`src/common/eeprom_cmd_pkg.sv`:
```
// Register map, field layout, command codes and reset values of the
// EEPROM command block. Assumes a 32-bit AXI4-Lite register bus.
//
// Behaviour
// - Writing one to busy (bit 31) starts the operation in the code field at the stored address.
// - The busy bit stays at one for the whole operation and clears by itself when it finishes.
// - After a read, busy returning to zero means the data register holds the fetched byte.
// - A write with no EEPROM keeps busy set until the timeout flag sets, and then busy clears.
// - Busy is forced to one after power-up, after pin reset and after a software digital reset.
// - After a reset busy clears only when the loader has finished, so host commands wait.
// - Code resets to 000: 000 read, 001 disable, 010 enable, 011 write, 100 write all, 101 erase.
// - 110 erases all, 111 reloads; erase, write all, enable and disable need three-wire mode.
// - The loader overflow flag is cleared when a reload restarts the loader or on digital reset.
package eeprom_cmd_pkg;

  // ---------------------------------------------------------------
  // Register byte offsets
  // ---------------------------------------------------------------
  localparam logic [11:0] CMD_OFF = 12'h1b4;
  localparam logic [11:0] DATA_OFF = 12'h1b8;
  localparam logic [11:0] IRQ_STS_OFF = 12'h1bc;
  localparam logic [11:0] IRQ_MASK_OFF = 12'h1c0;
  localparam logic [11:0] CFG_OFF = 12'h1c4;
  localparam logic [11:0] LOADER_STS_OFF = 12'h1c8;

  // ---------------------------------------------------------------
  // Field positions
  // ---------------------------------------------------------------
  localparam int BUSY_BIT = 31;
  localparam int CODE_LSB = 28;
  localparam int CODE_W = 3;
  localparam int DATA_W = 8;
  localparam int IRQ_W = 3;
  localparam int IRQ_DONE_BIT = 0;
  localparam int IRQ_TIMEOUT_BIT = 1;
  localparam int IRQ_LOADED_BIT = 2;
  localparam int CFG_THREE_WIRE_BIT = 0;
  localparam int LDR_DONE_BIT = 0;
  localparam int LDR_OVERFLOW_BIT = 18;
  localparam int STRB_CODE_LANE = 3;

  // ---------------------------------------------------------------
  // Reset values and bus answers
  // ---------------------------------------------------------------
  localparam logic [2:0] CODE_RESET = 3'h0;
  localparam logic [7:0] DATA_RESET = 8'h00;
  localparam logic [2:0] IRQ_RESET = 3'h0;
  localparam logic THREE_WIRE_RESET = 1'b0;
  localparam logic [1:0] RESP_OKAY = 2'h0;
  localparam logic [1:0] RESP_SLVERR = 2'h2;

  // Operation codes of the command field
  typedef enum logic [2:0] {
    OP_READ = 3'h0,
    OP_ERASE_WRITE_DISABLE = 3'h1,
    OP_ERASE_WRITE_ENABLE = 3'h2,
    OP_WRITE = 3'h3,
    OP_WRITE_ALL_LOCATIONS = 3'h4,
    OP_ERASE = 3'h5,
    OP_ERASE_ALL_LOCATIONS = 3'h6,
    OP_RELOAD = 3'h7
  } op_code_t;

endpackage

```
`src/hw/eeprom_command_control.sv`:
```
// Software command interface of the serial EEPROM controller: command,
// data, interrupt and loader registers behind AXI4-Lite.
// Assumes a serial engine and a configuration loader on CORE_CLK that
// answer with one-cycle done, timeout and overflow pulses.
//
// Implementation choice: the AXI4-Lite register port.
`timescale 1ns/1ps
module eeprom_command_control
  import eeprom_cmd_pkg::*;
#(
  parameter int ADDR_FIELD_W = 16,
  parameter int AXI_ADDR_W = 12,
  parameter int WATCHDOG_CYCLES = 65536
) (
  input wire logic CORE_CLK,
  input wire logic SYS_RST,
  input wire logic CORE_CE,
  input wire logic DIGITAL_RST,
  input wire logic [AXI_ADDR_W-1:0] S_AXI_AWADDR,
  input wire logic S_AXI_AWVALID,
  output logic S_AXI_AWREADY,
  input wire logic [31:0] S_AXI_WDATA,
  input wire logic [3:0] S_AXI_WSTRB,
  input wire logic S_AXI_WVALID,
  output logic S_AXI_WREADY,
  output logic [1:0] S_AXI_BRESP,
  output logic S_AXI_BVALID,
  input wire logic S_AXI_BREADY,
  input wire logic [AXI_ADDR_W-1:0] S_AXI_ARADDR,
  input wire logic S_AXI_ARVALID,
  output logic S_AXI_ARREADY,
  output logic [31:0] S_AXI_RDATA,
  output logic [1:0] S_AXI_RRESP,
  output logic S_AXI_RVALID,
  input wire logic S_AXI_RREADY,
  output logic OP_START,
  output logic [CODE_W-1:0] OP_CODE,
  output logic [ADDR_FIELD_W-1:0] OP_ADDR,
  output logic [DATA_W-1:0] OP_WDATA,
  output logic THREE_WIRE,
  input wire logic OP_DONE,
  input wire logic [DATA_W-1:0] OP_RDATA,
  input wire logic OP_TIMEOUT,
  output logic LOADER_START,
  input wire logic LOADER_DONE,
  input wire logic LOADER_OVERFLOW,
  output logic IRQ
);

  // ---------------------------------------------------------------
  // Parameter checks
  // ---------------------------------------------------------------
  // The address field must fit below the command field
  if (ADDR_FIELD_W < 1 || ADDR_FIELD_W > CODE_LSB) begin : g_bad_addr_w
    $error("ADDR_FIELD_W must lie between 1 and 28");
  end
  if (AXI_ADDR_W < 12) begin : g_bad_axi_w
    $error("AXI_ADDR_W must be at least 12 to reach the map");
  end
  if (WATCHDOG_CYCLES < 2) begin : g_bad_wd
    $error("WATCHDOG_CYCLES must be at least 2");
  end

  typedef enum logic [1:0] {
    ST_LOAD,
    ST_IDLE,
    ST_RUN
  } state_t;

  localparam int WD_W = $clog2(WATCHDOG_CYCLES + 1);
  localparam logic [WD_W-1:0] WD_LIMIT = WD_W'(WATCHDOG_CYCLES - 1);

  state_t state;
  logic busy;
  logic [CODE_W-1:0] op_code;
  logic [ADDR_FIELD_W-1:0] target;
  logic [DATA_W-1:0] byte_data;
  logic [IRQ_W-1:0] irq_status;
  logic [IRQ_W-1:0] irq_mask;
  logic three_wire;
  logic loader_overflow;
  logic loader_done_flag;
  logic [WD_W-1:0] wd_count;

  logic wr_en;
  logic [AXI_ADDR_W-1:0] wr_addr;
  logic [31:0] wr_data;
  logic [3:0] wr_strb;
  logic wr_ok;
  logic [AXI_ADDR_W-1:0] rd_addr;
  logic [31:0] rd_data;
  logic rd_ok;

  logic cmd_hit;
  logic data_hit;
  logic sts_hit;
  logic mask_hit;
  logic cfg_hit;
  logic start;
  logic [CODE_W-1:0] next_code;
  logic unsupported;
  logic run_end;
  logic wd_expired;
  logic [IRQ_W-1:0] events;
  logic [IRQ_W-1:0] irq_clear;

  // ---------------------------------------------------------------
  // Bus front end
  // ---------------------------------------------------------------
  axil_reg_port #(
    .ADDR_W(AXI_ADDR_W)
  ) u_port (
    .clk(CORE_CLK),
    .rst(SYS_RST),
    .ce(CORE_CE),
    .awaddr(S_AXI_AWADDR),
    .awvalid(S_AXI_AWVALID),
    .awready(S_AXI_AWREADY),
    .wdata(S_AXI_WDATA),
    .wstrb(S_AXI_WSTRB),
    .wvalid(S_AXI_WVALID),
    .wready(S_AXI_WREADY),
    .bresp(S_AXI_BRESP),
    .bvalid(S_AXI_BVALID),
    .bready(S_AXI_BREADY),
    .araddr(S_AXI_ARADDR),
    .arvalid(S_AXI_ARVALID),
    .arready(S_AXI_ARREADY),
    .rdata(S_AXI_RDATA),
    .rresp(S_AXI_RRESP),
    .rvalid(S_AXI_RVALID),
    .rready(S_AXI_RREADY),
    .wr_en(wr_en),
    .wr_addr(wr_addr),
    .wr_data(wr_data),
    .wr_strb(wr_strb),
    .wr_ok(wr_ok),
    .rd_addr(rd_addr),
    .rd_data(rd_data),
    .rd_ok(rd_ok)
  );

  // ---------------------------------------------------------------
  // Write decode
  // ---------------------------------------------------------------
  // Only the low twelve address bits select a register
  assign cmd_hit = wr_en && wr_addr[11:0] == CMD_OFF;
  assign data_hit = wr_en && wr_addr[11:0] == DATA_OFF;
  assign sts_hit = wr_en && wr_addr[11:0] == IRQ_STS_OFF;
  assign mask_hit = wr_en && wr_addr[11:0] == IRQ_MASK_OFF;
  assign cfg_hit = wr_en && wr_addr[11:0] == CFG_OFF;
  assign wr_ok = cmd_hit | data_hit | sts_hit | mask_hit | cfg_hit
    | (wr_addr[11:0] == LOADER_STS_OFF);

  // Code seen by a start: the written one if its lane is enabled
  assign next_code = wr_strb[STRB_CODE_LANE] ?
    wr_data[CODE_LSB +: CODE_W] : op_code;
  assign start = cmd_hit && wr_strb[STRB_CODE_LANE]
    && wr_data[BUSY_BIT] && state == ST_IDLE;
  // Two-wire mode cannot disable, enable, write all or erase
  assign unsupported = !three_wire && next_code != OP_READ
    && next_code != OP_WRITE && next_code != OP_RELOAD;

  // A run ends on the engine's answer or on the watchdog
  assign wd_expired = wd_count == WD_LIMIT;
  assign run_end = state == ST_RUN && (OP_DONE || OP_TIMEOUT || wd_expired);

  // ---------------------------------------------------------------
  // Sequencer and busy flag
  // ---------------------------------------------------------------
  // Busy is a plain flop so the readback never glitches between states
  always_ff @(posedge CORE_CLK) begin
    if (SYS_RST) begin
      state <= ST_LOAD;
      busy <= 1'b1;
      OP_START <= 1'b0;
      LOADER_START <= 1'b0;
    end else if (CORE_CE) begin
      OP_START <= 1'b0;
      LOADER_START <= 1'b0;
      if (DIGITAL_RST) begin
        state <= ST_LOAD;
        busy <= 1'b1;
        LOADER_START <= 1'b1;
      end else begin
        unique case (state)
          ST_LOAD: begin
            if (LOADER_DONE) begin
              state <= ST_IDLE;
              busy <= 1'b0;
            end
          end
          ST_IDLE: begin
            if (start && unsupported) begin
              busy <= 1'b0;
            end else if (start && next_code == OP_RELOAD) begin
              state <= ST_LOAD;
              busy <= 1'b1;
              LOADER_START <= 1'b1;
            end else if (start) begin
              state <= ST_RUN;
              busy <= 1'b1;
              OP_START <= 1'b1;
            end
          end
          ST_RUN: begin
            if (run_end) begin
              state <= ST_IDLE;
              busy <= 1'b0;
            end
          end
        endcase
      end
    end
  end

  // ---------------------------------------------------------------
  // No-response watchdog
  // ---------------------------------------------------------------
  // Backstop in case the engine never answers; ends the run as a timeout
  always_ff @(posedge CORE_CLK) begin
    if (SYS_RST) begin
      wd_count <= '0;
    end else if (CORE_CE) begin
      if (state == ST_RUN && !run_end) begin
        wd_count <= wd_count + WD_W'(1);
      end else begin
        wd_count <= '0;
      end
    end
  end

  // ---------------------------------------------------------------
  // Command fields
  // ---------------------------------------------------------------
  // Host writes change fields only while idle, so a running command stays intact; digital reset clears them in any state
  always_ff @(posedge CORE_CLK) begin
    if (SYS_RST) begin
      op_code <= CODE_RESET;
      target <= '0;
    end else if (CORE_CE) begin
      if (DIGITAL_RST) begin
        op_code <= CODE_RESET;
        target <= '0;
      end else if (cmd_hit && state == ST_IDLE) begin
        if (wr_strb[STRB_CODE_LANE]) begin
          op_code <= wr_data[CODE_LSB +: CODE_W];
        end
        for (int i = 0; i < ADDR_FIELD_W; i++) begin
          if (wr_strb[i / 8]) begin
            target[i] <= wr_data[i];
          end
        end
      end
    end
  end

  assign OP_CODE = op_code;
  assign OP_ADDR = target;

  // ---------------------------------------------------------------
  // Data byte
  // ---------------------------------------------------------------
  // Read results land on the same edge that busy drops
  always_ff @(posedge CORE_CLK) begin
    if (SYS_RST) begin
      byte_data <= DATA_RESET;
    end else if (CORE_CE) begin
      if (DIGITAL_RST) begin
        byte_data <= DATA_RESET;
      end else if (state == ST_RUN && OP_DONE && op_code == OP_READ) begin
        byte_data <= OP_RDATA;
      end else if (data_hit && wr_strb[0] && state == ST_IDLE) begin
        byte_data <= wr_data[DATA_W-1:0];
      end
    end
  end

  assign OP_WDATA = byte_data;

  // ---------------------------------------------------------------
  // Configuration and loader status
  // ---------------------------------------------------------------
  // Mode changes mid-command would confuse the engine: idle only
  always_ff @(posedge CORE_CLK) begin
    if (SYS_RST) begin
      three_wire <= THREE_WIRE_RESET;
    end else if (CORE_CE) begin
      if (cfg_hit && wr_strb[0] && state == ST_IDLE) begin
        three_wire <= wr_data[CFG_THREE_WIRE_BIT];
      end
    end
  end

  assign THREE_WIRE = three_wire;

  // Overflow set wins over a clear arriving in the same cycle
  always_ff @(posedge CORE_CLK) begin
    if (SYS_RST) begin
      loader_overflow <= 1'b0;
      loader_done_flag <= 1'b0;
    end else if (CORE_CE) begin
      if (LOADER_OVERFLOW) begin
        loader_overflow <= 1'b1;
      end else if (DIGITAL_RST || LOADER_START) begin
        loader_overflow <= 1'b0;
      end
      if (LOADER_DONE) begin
        loader_done_flag <= 1'b1;
      end else if (DIGITAL_RST || LOADER_START) begin
        loader_done_flag <= 1'b0;
      end
    end
  end

  // ---------------------------------------------------------------
  // Interrupts
  // ---------------------------------------------------------------
  // Unsupported codes report as a timeout, like a missing device
  always_comb begin
    events = '0;
    events[IRQ_DONE_BIT] = state == ST_RUN && OP_DONE;
    events[IRQ_TIMEOUT_BIT] = (state == ST_RUN && (OP_TIMEOUT || wd_expired))
      || (start && unsupported);
    events[IRQ_LOADED_BIT] = state == ST_LOAD && LOADER_DONE && !DIGITAL_RST;
  end

  assign irq_clear = (sts_hit && wr_strb[0]) ? wr_data[IRQ_W-1:0] : '0;

  // Write one to clear; a new event in the same cycle is kept
  always_ff @(posedge CORE_CLK) begin
    if (SYS_RST) begin
      irq_status <= IRQ_RESET;
      irq_mask <= IRQ_RESET;
      IRQ <= 1'b0;
    end else if (CORE_CE) begin
      irq_status <= (irq_status & ~irq_clear) | events;
      if (mask_hit && wr_strb[0]) begin
        irq_mask <= wr_data[IRQ_W-1:0];
      end
      IRQ <= |(((irq_status & ~irq_clear) | events) & irq_mask);
    end
  end

  // ---------------------------------------------------------------
  // Read mux
  // ---------------------------------------------------------------
  always_comb begin
    rd_data = '0;
    rd_ok = 1'b1;
    unique case (rd_addr[11:0])
      CMD_OFF: begin
        rd_data[BUSY_BIT] = busy;
        rd_data[CODE_LSB +: CODE_W] = op_code;
        rd_data[ADDR_FIELD_W-1:0] = target;
      end
      DATA_OFF: rd_data[DATA_W-1:0] = byte_data;
      IRQ_STS_OFF: rd_data[IRQ_W-1:0] = irq_status;
      IRQ_MASK_OFF: rd_data[IRQ_W-1:0] = irq_mask;
      CFG_OFF: rd_data[CFG_THREE_WIRE_BIT] = three_wire;
      LOADER_STS_OFF: begin
        rd_data[LDR_DONE_BIT] = loader_done_flag;
        rd_data[LDR_OVERFLOW_BIT] = loader_overflow;
      end
      default: rd_ok = 1'b0;
    endcase
  end

endmodule // eeprom_command_control

```
`src/hw/axil_reg_port.sv`:
```
// AXI4-Lite slave front end: turns bus transfers into one-cycle
// register write strobes and a direct read address. Assumes a core on the same clock.
`timescale 1ns/1ps
module axil_reg_port
  import eeprom_cmd_pkg::*;
#(
  parameter int ADDR_W = 12
) (
  input wire logic clk,
  input wire logic rst,
  input wire logic ce,
  input wire logic [ADDR_W-1:0] awaddr,
  input wire logic awvalid,
  output logic awready,
  input wire logic [31:0] wdata,
  input wire logic [3:0] wstrb,
  input wire logic wvalid,
  output logic wready,
  output logic [1:0] bresp,
  output logic bvalid,
  input wire logic bready,
  input wire logic [ADDR_W-1:0] araddr,
  input wire logic arvalid,
  output logic arready,
  output logic [31:0] rdata,
  output logic [1:0] rresp,
  output logic rvalid,
  input wire logic rready,
  output logic wr_en,
  output logic [ADDR_W-1:0] wr_addr,
  output logic [31:0] wr_data,
  output logic [3:0] wr_strb,
  input wire logic wr_ok,
  output logic [ADDR_W-1:0] rd_addr,
  input wire logic [31:0] rd_data,
  input wire logic rd_ok
);

  logic aw_held;
  logic w_held;

  // Strobe fires once both halves of a write are in and no answer waits
  assign wr_en = ce & aw_held & w_held & ~bvalid;
  assign rd_addr = araddr;

  // ---------------------------------------------------------------
  // Write channels
  // ---------------------------------------------------------------
  // Address and data are taken in either order and held until used
  always_ff @(posedge clk) begin
    if (rst) begin
      awready <= 1'b1;
      wready <= 1'b1;
      aw_held <= 1'b0;
      w_held <= 1'b0;
      bvalid <= 1'b0;
      bresp <= RESP_OKAY;
      wr_addr <= '0;
      wr_data <= '0;
      wr_strb <= '0;
    end else if (ce) begin
      if (awvalid && awready) begin
        awready <= 1'b0;
        aw_held <= 1'b1;
        wr_addr <= awaddr;
      end
      if (wvalid && wready) begin
        wready <= 1'b0;
        w_held <= 1'b1;
        wr_data <= wdata;
        wr_strb <= wstrb;
      end
      if (wr_en) begin
        aw_held <= 1'b0;
        w_held <= 1'b0;
        bvalid <= 1'b1;
        bresp <= wr_ok ? RESP_OKAY : RESP_SLVERR; // Unmapped: error
      end
      if (bvalid && bready) begin
        bvalid <= 1'b0;
        awready <= 1'b1;
        wready <= 1'b1;
      end
    end
  end

  // ---------------------------------------------------------------
  // Read channels
  // ---------------------------------------------------------------
  // Data is sampled at the address handshake, so reads take one cycle
  always_ff @(posedge clk) begin
    if (rst) begin
      arready <= 1'b1;
      rvalid <= 1'b0;
      rdata <= '0;
      rresp <= RESP_OKAY;
    end else if (ce) begin
      if (arvalid && arready) begin
        arready <= 1'b0;
        rvalid <= 1'b1;
        rdata <= rd_ok ? rd_data : 32'h0000_0000;
        rresp <= rd_ok ? RESP_OKAY : RESP_SLVERR;
      end
      if (rvalid && rready) begin
        rvalid <= 1'b0;
        arready <= 1'b1;
      end
    end
  end

endmodule // axil_reg_port

```
`config.mk`:
```
export PLATFORM = sky130hd
export DESIGN_NAME = eeprom_command_control
export DESIGN_NICKNAME = d
export VERILOG_FILES = /design/src/common/eeprom_cmd_pkg.sv /design/src/hw/eeprom_command_control.sv /design/src/hw/axil_reg_port.sv
export SDC_FILE = /design/constraint.sdc
export NUM_CORES = 1
export LEC_CHECK = 0
export BUFFER_PORTS_ARGS = -buffer_cell sky130_fd_sc_hd__buf_2
export CELL_PAD_IN_SITES_DETAIL_PLACEMENT = 2
export CELL_PAD_IN_SITES_GLOBAL_PLACEMENT = 2
export CORE_ASPECT_RATIO = 0.6
export CORE_UTILIZATION = 29
export DETAILED_ROUTE_END_ITERATION = 8
export PLACE_DENSITY = 0.85
export REMOVE_ABC_BUFFERS = 1
export SLEW_MARGIN = 30
export SYNTH_ARGS = -nofsm -noshare
export SYNTH_HDL_FRONTEND = slang
export SYNTH_SLANG_ARGS = --single-unit
```
`constraint.sdc`:
```
create_clock -name CORE_CLK -period 2.7 [get_ports CORE_CLK]
set_input_delay 0.54 -clock CORE_CLK [delete_from_list [all_inputs] [get_ports CORE_CLK]]
set_output_delay 0.54 -clock CORE_CLK [all_outputs]
set_load 0.1 [all_outputs]
```
# --- After elaboration in Yosys (flattened, before gate mapping) ---
# Cells that the tools add are included.
classes:
  add_sub_neg: 1
  n_eq_ne: 23
  muxes: 76
  bitwise: 13
  n_reduce_logical: 77
op_table:
  columns: ["operator", "count"]
  rows:
  - ["$eq A12 B9 Y1 const B", 12]
  - ["$mux W1", 50]
  - ["$logic_and A1 B1 Y1", 32]
  - ["$mux W16", 2]
  - ["$mux W32", 1]
  - ["$mux W8", 4]
  - ["$reduce_and A2 Y1", 16]
  - ["$reduce_bool A2 Y1", 11]
  - ["$add A17 B1 Y17 const B", 1]
  - ["$eq A17 B16 Y1 const B", 1]
  - ["$mux W17", 1]
  - ["$mux W2", 8]
  - ["$mux W3", 4]
  - ["$ne A3 B3 Y1 const B", 4]
  - ["$pmux W5 S2", 1]
  - ["$pmux W2 S4", 1]
  - ["$and A3 B3 Y3", 2]
  - ["$pmux W1 S6", 1]
  - ["$pmux W2 S3", 1]
  - ["$reduce_and A3 Y1", 2]
  - ["$reduce_bool A3 Y1", 2]
  - ["$reduce_or A6 Y1", 1]
  - ["$logic_or A1 B1 Y1", 5]
  - ["$ne A5 B4 Y1 const B", 1]
  - ["18 further kinds", 26]
totals:
  reg_bits: 150
  in_bits: 81
  out_inout_bits: 72
  wordCells: 218

# --- Longest topological paths before layout ---
logic_depth:
  ltp_word: 12
  ltp_mapped: 8
  ltp_nobuf: 8

# --- Hierarchy ---
# A second synthesis with hierarchy kept.
hier_totals:
  hier_cells: 800
  hier_area_um2: 7439.6
modules_own_cells:
  columns: ["mod", "n_inst", "cells_each", "area_per_inst_um2", "seq_area_each_um2"]
  rows:
  - ["axil_reg_port", 1, 401, 4177.8, 1781.7]
  - ["eeprom_command_control", 1, 399, 3261.9, 1181.1]

# --- Worst setup path before layout ---
# No wires, ideal clock.
synth_path:
  kind: "register to register"
  start: "register u_port.bvalid"
  end: "register byte_data[5], in the netlist OP_WDATA[5]"
  setup_time_ns: 0.070
  arrival_ns: 2.471
  t_required_ns: 2.630
  setup_slack_ns: 0.158
  path_stages_with_launch: 8
  n_path_buf: 2
  synth_period_minus_slack_ns: 2.542
  cell_sequence: "dfxtp_1 -> and4b_1 -> buf_4 -> nand4_2 -> o41a_1 -> buf_2 -> or4_1 -> a21oi_1"
synth_via:
  elab_chain_cells: 7
synth_rtl:
  columns: ["item", "line", "rtl"]
  rows:
  - ["start: declaration", "axil_reg_port.sv:20", "output logic bvalid,"]
  - ["start signal: assignment", "axil_reg_port.sv:56", "bvalid <= 1'b0;"]
  - ["start signal: assignment", "axil_reg_port.sv:76", "bvalid <= 1'b1;"]
  - ["start signal: assignment", "axil_reg_port.sv:80", "bvalid <= 1'b0;"]
  - ["$not A1 Y1", "axil_reg_port.sv:43", "assign wr_en = ce & aw_held & w_held & ~bvalid;"]
  - ["$and A1 B1 Y1", "axil_reg_port.sv:43", null]
  - ["$logic_and A1 B1 Y1", "eeprom_command_control.sv:148", "assign data_hit = wr_en && wr_addr[11:0] == DATA_OFF;"]
  - ["$logic_and A1 B1 Y1 (2 in a row)", "eeprom_command_control.sv:273", "end else if (data_hit && wr_strb[0] && state == ST_IDLE) begin"]
  - ["$reduce_bool A3 Y1 (no source line)", null, null]
  - ["$reduce_and A2 Y1 (no source line)", null, null]
  - ["end signal: assignment", "eeprom_command_control.sv:274", "byte_data <= wr_data[DATA_W-1:0];"]
  - ["end: declaration", "eeprom_command_control.sv:77", "logic [DATA_W-1:0] byte_data;"]
# Every way passes these cells.
# A chain may end at the register's enable or synchronous reset.

# --- Worst setup path in the final report ---
layout_path:
  start: "register u_port.wr_addr[2]"
  end: "register op_code[1], in the netlist OP_CODE[1]"
layout_via:
  elab_chain_cells: 5
layout_rtl:
  columns: ["item", "line", "rtl"]
  rows:
  - ["start: declaration", "axil_reg_port.sv:30", "output logic [ADDR_W-1:0] wr_addr,"]
  - ["start signal: assignment", "axil_reg_port.sv:65", "wr_addr <= awaddr;"]
  - ["$eq A12 B9 Y1", "eeprom_command_control.sv:147", "assign cmd_hit = wr_en && wr_addr[11:0] == CMD_OFF;"]
  - ["$logic_and A1 B1 Y1", "eeprom_command_control.sv:147", null]
  - ["$logic_and A1 B1 Y1", "eeprom_command_control.sv:245", "end else if (cmd_hit && state == ST_IDLE) begin"]
  - ["$reduce_bool A2 Y1 (no source line)", null, null]
  - ["$reduce_and A2 Y1 (no source line)", null, null]
  - ["end signal: assignment", "eeprom_command_control.sv:247", "op_code <= wr_data[CODE_LSB +: CODE_W];"]
  - ["end: declaration", "eeprom_command_control.sv:75", "logic [CODE_W-1:0] op_code;"]
# Every way passes these cells.

==> metrics.yaml <==
status:
  status: "finished clean"
sta:
  rsz0062_at_grt: "no"
  fmax_ghz: 0.4083
  finalHoldViolCount: 0
  setup_viol: 0
  min_period_over_period_pct: 90.71
  maxSlewHeadroom_pct: 46.62
  finalMaxSlewViolations: 0
  worst_pin_slew_ns: 0.7933
  period_needed_ns: 2.449
  fin_skew_ns: 0.01020
clock_network:
  cts_setup_buffers: 0
  cts_resized: 0
  cts_tree: "built"
  cts_hold_buf: 0
  clkSinkCount: 124
  cts.htree.levels: 4
  cts_inserted_buffers: 17
  path_clk_slew_ns: 0.06
  clkLatencyLatePin_ns: 0.43
  clockRootBuffer: "clkbuf_16"
  cts_buffer_depth: 2
routing:
  drtAntennaViolNets: 0
  dr.pass1.iters: 4
  drt-total-wl_mm: 20.73
  vias: 5379
  drt-initial-drc-count: 323
  vias_per_cell: 5.268
  drc: 0
  wl_per_cell_um: 20.31
yosys:
  syn_inst: 649
  synth_common_cells: "124 x dfxtp_1, 123 x nand2_1, 71 x a21oi_1"
  synth_seq_cells: 124
  yosysMostFrequentCell: "dfxtp_1"
  yosys.cell_types.count: 56
  synthTopCellsByArea: "dfxtp_1 47%, nand2_1 8.7%, a21oi_1 6.7%"
  synth_edf_count: 0
  netlist_area_um2: 5326
  async_flop_share_pct: 0
  synth_area_per_cell_um2: 8.207
  yosys_warnings: 0
  synthFlopType: "dfxtp_1"
  yosysSeqAreaShare_pct: 46.61
  synth_top_area_share_pct: 46.61
  synth_top_cell_by_area: "dfxtp_1"
floorplan:
  io_pins: 153
  dieArea_um2: 18930
  initial_core_util_pct: 30.36
  chipWidth_um: 177.0
  die_y_um: 107.0
  row_count: 37
  core_um2: 17550
critical_path:
  cp-end-kind: "flip-flop"
  reg2reg_slack_ns: 0.25
  r2r_cells: 4
  critPathMaxFanout: 8
  critPathTopFamily: "simple AND/OR/NAND/NOR gates"
  r2r-end: "OP_CODE[1]"
  r2r_start: "u_port.wr_addr[2]"
  arrival_ns: 2.81
  path_cells: "nor4bb_1 > nand3_1 > nor4_1 > a22o_1"
  crit_required_ns: 3.06
  slowest_delay_ns: 0.72
  startpoint: "u_port.wr_addr[2]"
  worst-path-buf-inv: 0
  critPathSlowestCell: "nor4_1"
  crit_type: "flip-flop to flip-flop"
  critPathLaunchType: "flip-flop"
cells_and_area:
  drive_gt1_share_pct: 23.89
  areaGrowthSynthToFinish_pct: 27.91
  fin_util_pct: 38.83
  stdcell_count: 1021
  fin_nets: 857
  fillCellCount: 1983
  n_antenna_cell: 0
pwr:
  p_total_w: 0.004753
  leakagePower_nw: 2.789
  vdd.ir_drop.worst_mv: 0.3674
  powerDensity_nw_per_um2: 697.6
worst_hold_path:
  min-delay-start: "S_AXI_WDATA[3]"
  hp-class: "primary input to flip-flop"
  hold_path_end: "u_port.wr_data[3]"
  hold_depth: 3
global_route:
  antenna_found_initial: 1
  grt_max_degree: 61
  grt.total_usage_pct: 22.53
  grt_pass1_wl_mm: 32.49
  first_global_vias: 5717
  overflow: 0
placement:
  numPortBuffers: 126
  dp.cells: 989
  place_congestion: 0.8216
  hpwl_mm: 14.33
run:
  cap_viol_max_count: 0
worst max path at each step:
stage,end,depth (start not counted)
finish,OP_CODE[1],4
detailed placement,OP_WDATA[7],6
floorplan,u_port.rdata[0],5
CTS,OP_WDATA[0],6
global route,OP_CODE[1],4
global placement,OP_WDATA[0],6
worst register-to-register path, delay by kind of cell (launching register included):
family | cells | cell delay (ns)
AND/OR/NAND/NOR | 3 | 1.61
flip-flops | 1 | 0.52
AO/OA/AOI/OAI | 1 | 0.25
kinds of logic after synthesis:
kind of cell / synth area share, %
AOI/OAI and AO/OA: 17.08
xor gates and xnor gates: 2.138
adders and majority gates: 0.4697
buffers and inverters: 5.168
DFF: 46.61
muxes: 3.476
other: 0.07040
and+or+nand+nor: 24.99
final cells by class:
cell class / instances / area (um^2) / share of cell area (%)
well taps: 234 / 292.8 / 4.298
clock inverters: 14 / 172.7 / 2.534
multi-input cells: 478 / 2620 / 38.46
clock buffers: 18 / 439.2 / 6.446
repair buffers: 145 / 775.7 / 11.39
flip-flops and latches: 124 / 2482 / 36.44
inverters: 8 / 30.03 / 0.4408
power by group:
part / switching, W / internal, W / total [W]
Sequential: 0.0000414 / 0.00187 / 0.00191
Combinational: 0.000325 / 0.000106 / 0.000431
Clock: 0.000984 / 0.00142 / 0.00241
through the flow:
| step | instance area (um^2) | worst slack, ns | setup TNS (ns) | hold WS (ns) |
|---|---|---|---|---|
| CTS | 6813 | 0.2955 | 0 | 0.3453 |
| finish | 6813 | 0.2509 | 0 | 0.3560 |
| detailed placement | 6201 | 0.2103 | 0 | 0.4525 |
| floorplan | 5126 | -0.5177 | -7.408 | 0.4255 |
| global placement | 6201 | 0.2957 | 0 | 0.4377 |
| global route | 6813 | 0.1450 | 0 | 0.3631 |
state kept, by name, summed over array words and instances, names as in the netlist, 2 cells and up:
register / cells
state: 2
u_port.wr_addr: 12
irq_status: 3
u_port.wr_data: 20
OP_WDATA: 8
u_port.rdata: 21
irq_mask: 3
wd_count: 17
OP_CODE: 3
OP_ADDR: 16
u_port.wr_strb: 3
routing by layer:
metal  vias up  share of wire [%]  wire length, um  track usage (%)
met5         -                  0                0                0
met4         0                1.4              289            7.451
met3        28                4.9             1006            4.078
met2       157                 46             9589            36.41
met1      2682                 47             9848            30.17
li1       2512                  -                -                -
cells in the final DEF (no fill, tap or decap), types with 3 or more instances in the layout:
master,synthesis,layout
dfxtp_1,124,124
nor3b_1,3,3
clkbuf_16,0,17
inv_8,0,4
inv_1,8,8
nand3_1,27,27
buf_2,1,125
inv_6,0,5
a221oi_1,3,3
o21ai_0,27,27
mux2i_1,14,14
nor4b_2,2,3
nand2b_1,4,4
and3_1,10,10
nor3_1,14,14
nor4_1,6,6
nand2_1,123,123
a211oi_1,5,5
a22oi_1,24,24
conb_1,1,13
a31oi_1,3,3
nand4_1,4,4
xnor2_1,3,3
or4_1,9,9
mux2_2,4,4
nor2_1,56,56
or3_1,4,4
a21oi_1,71,71
and2_1,3,3
and3b_1,3,3
buf_4,14,20
xor2_1,10,10
Power figures use the tool's default switching activity.
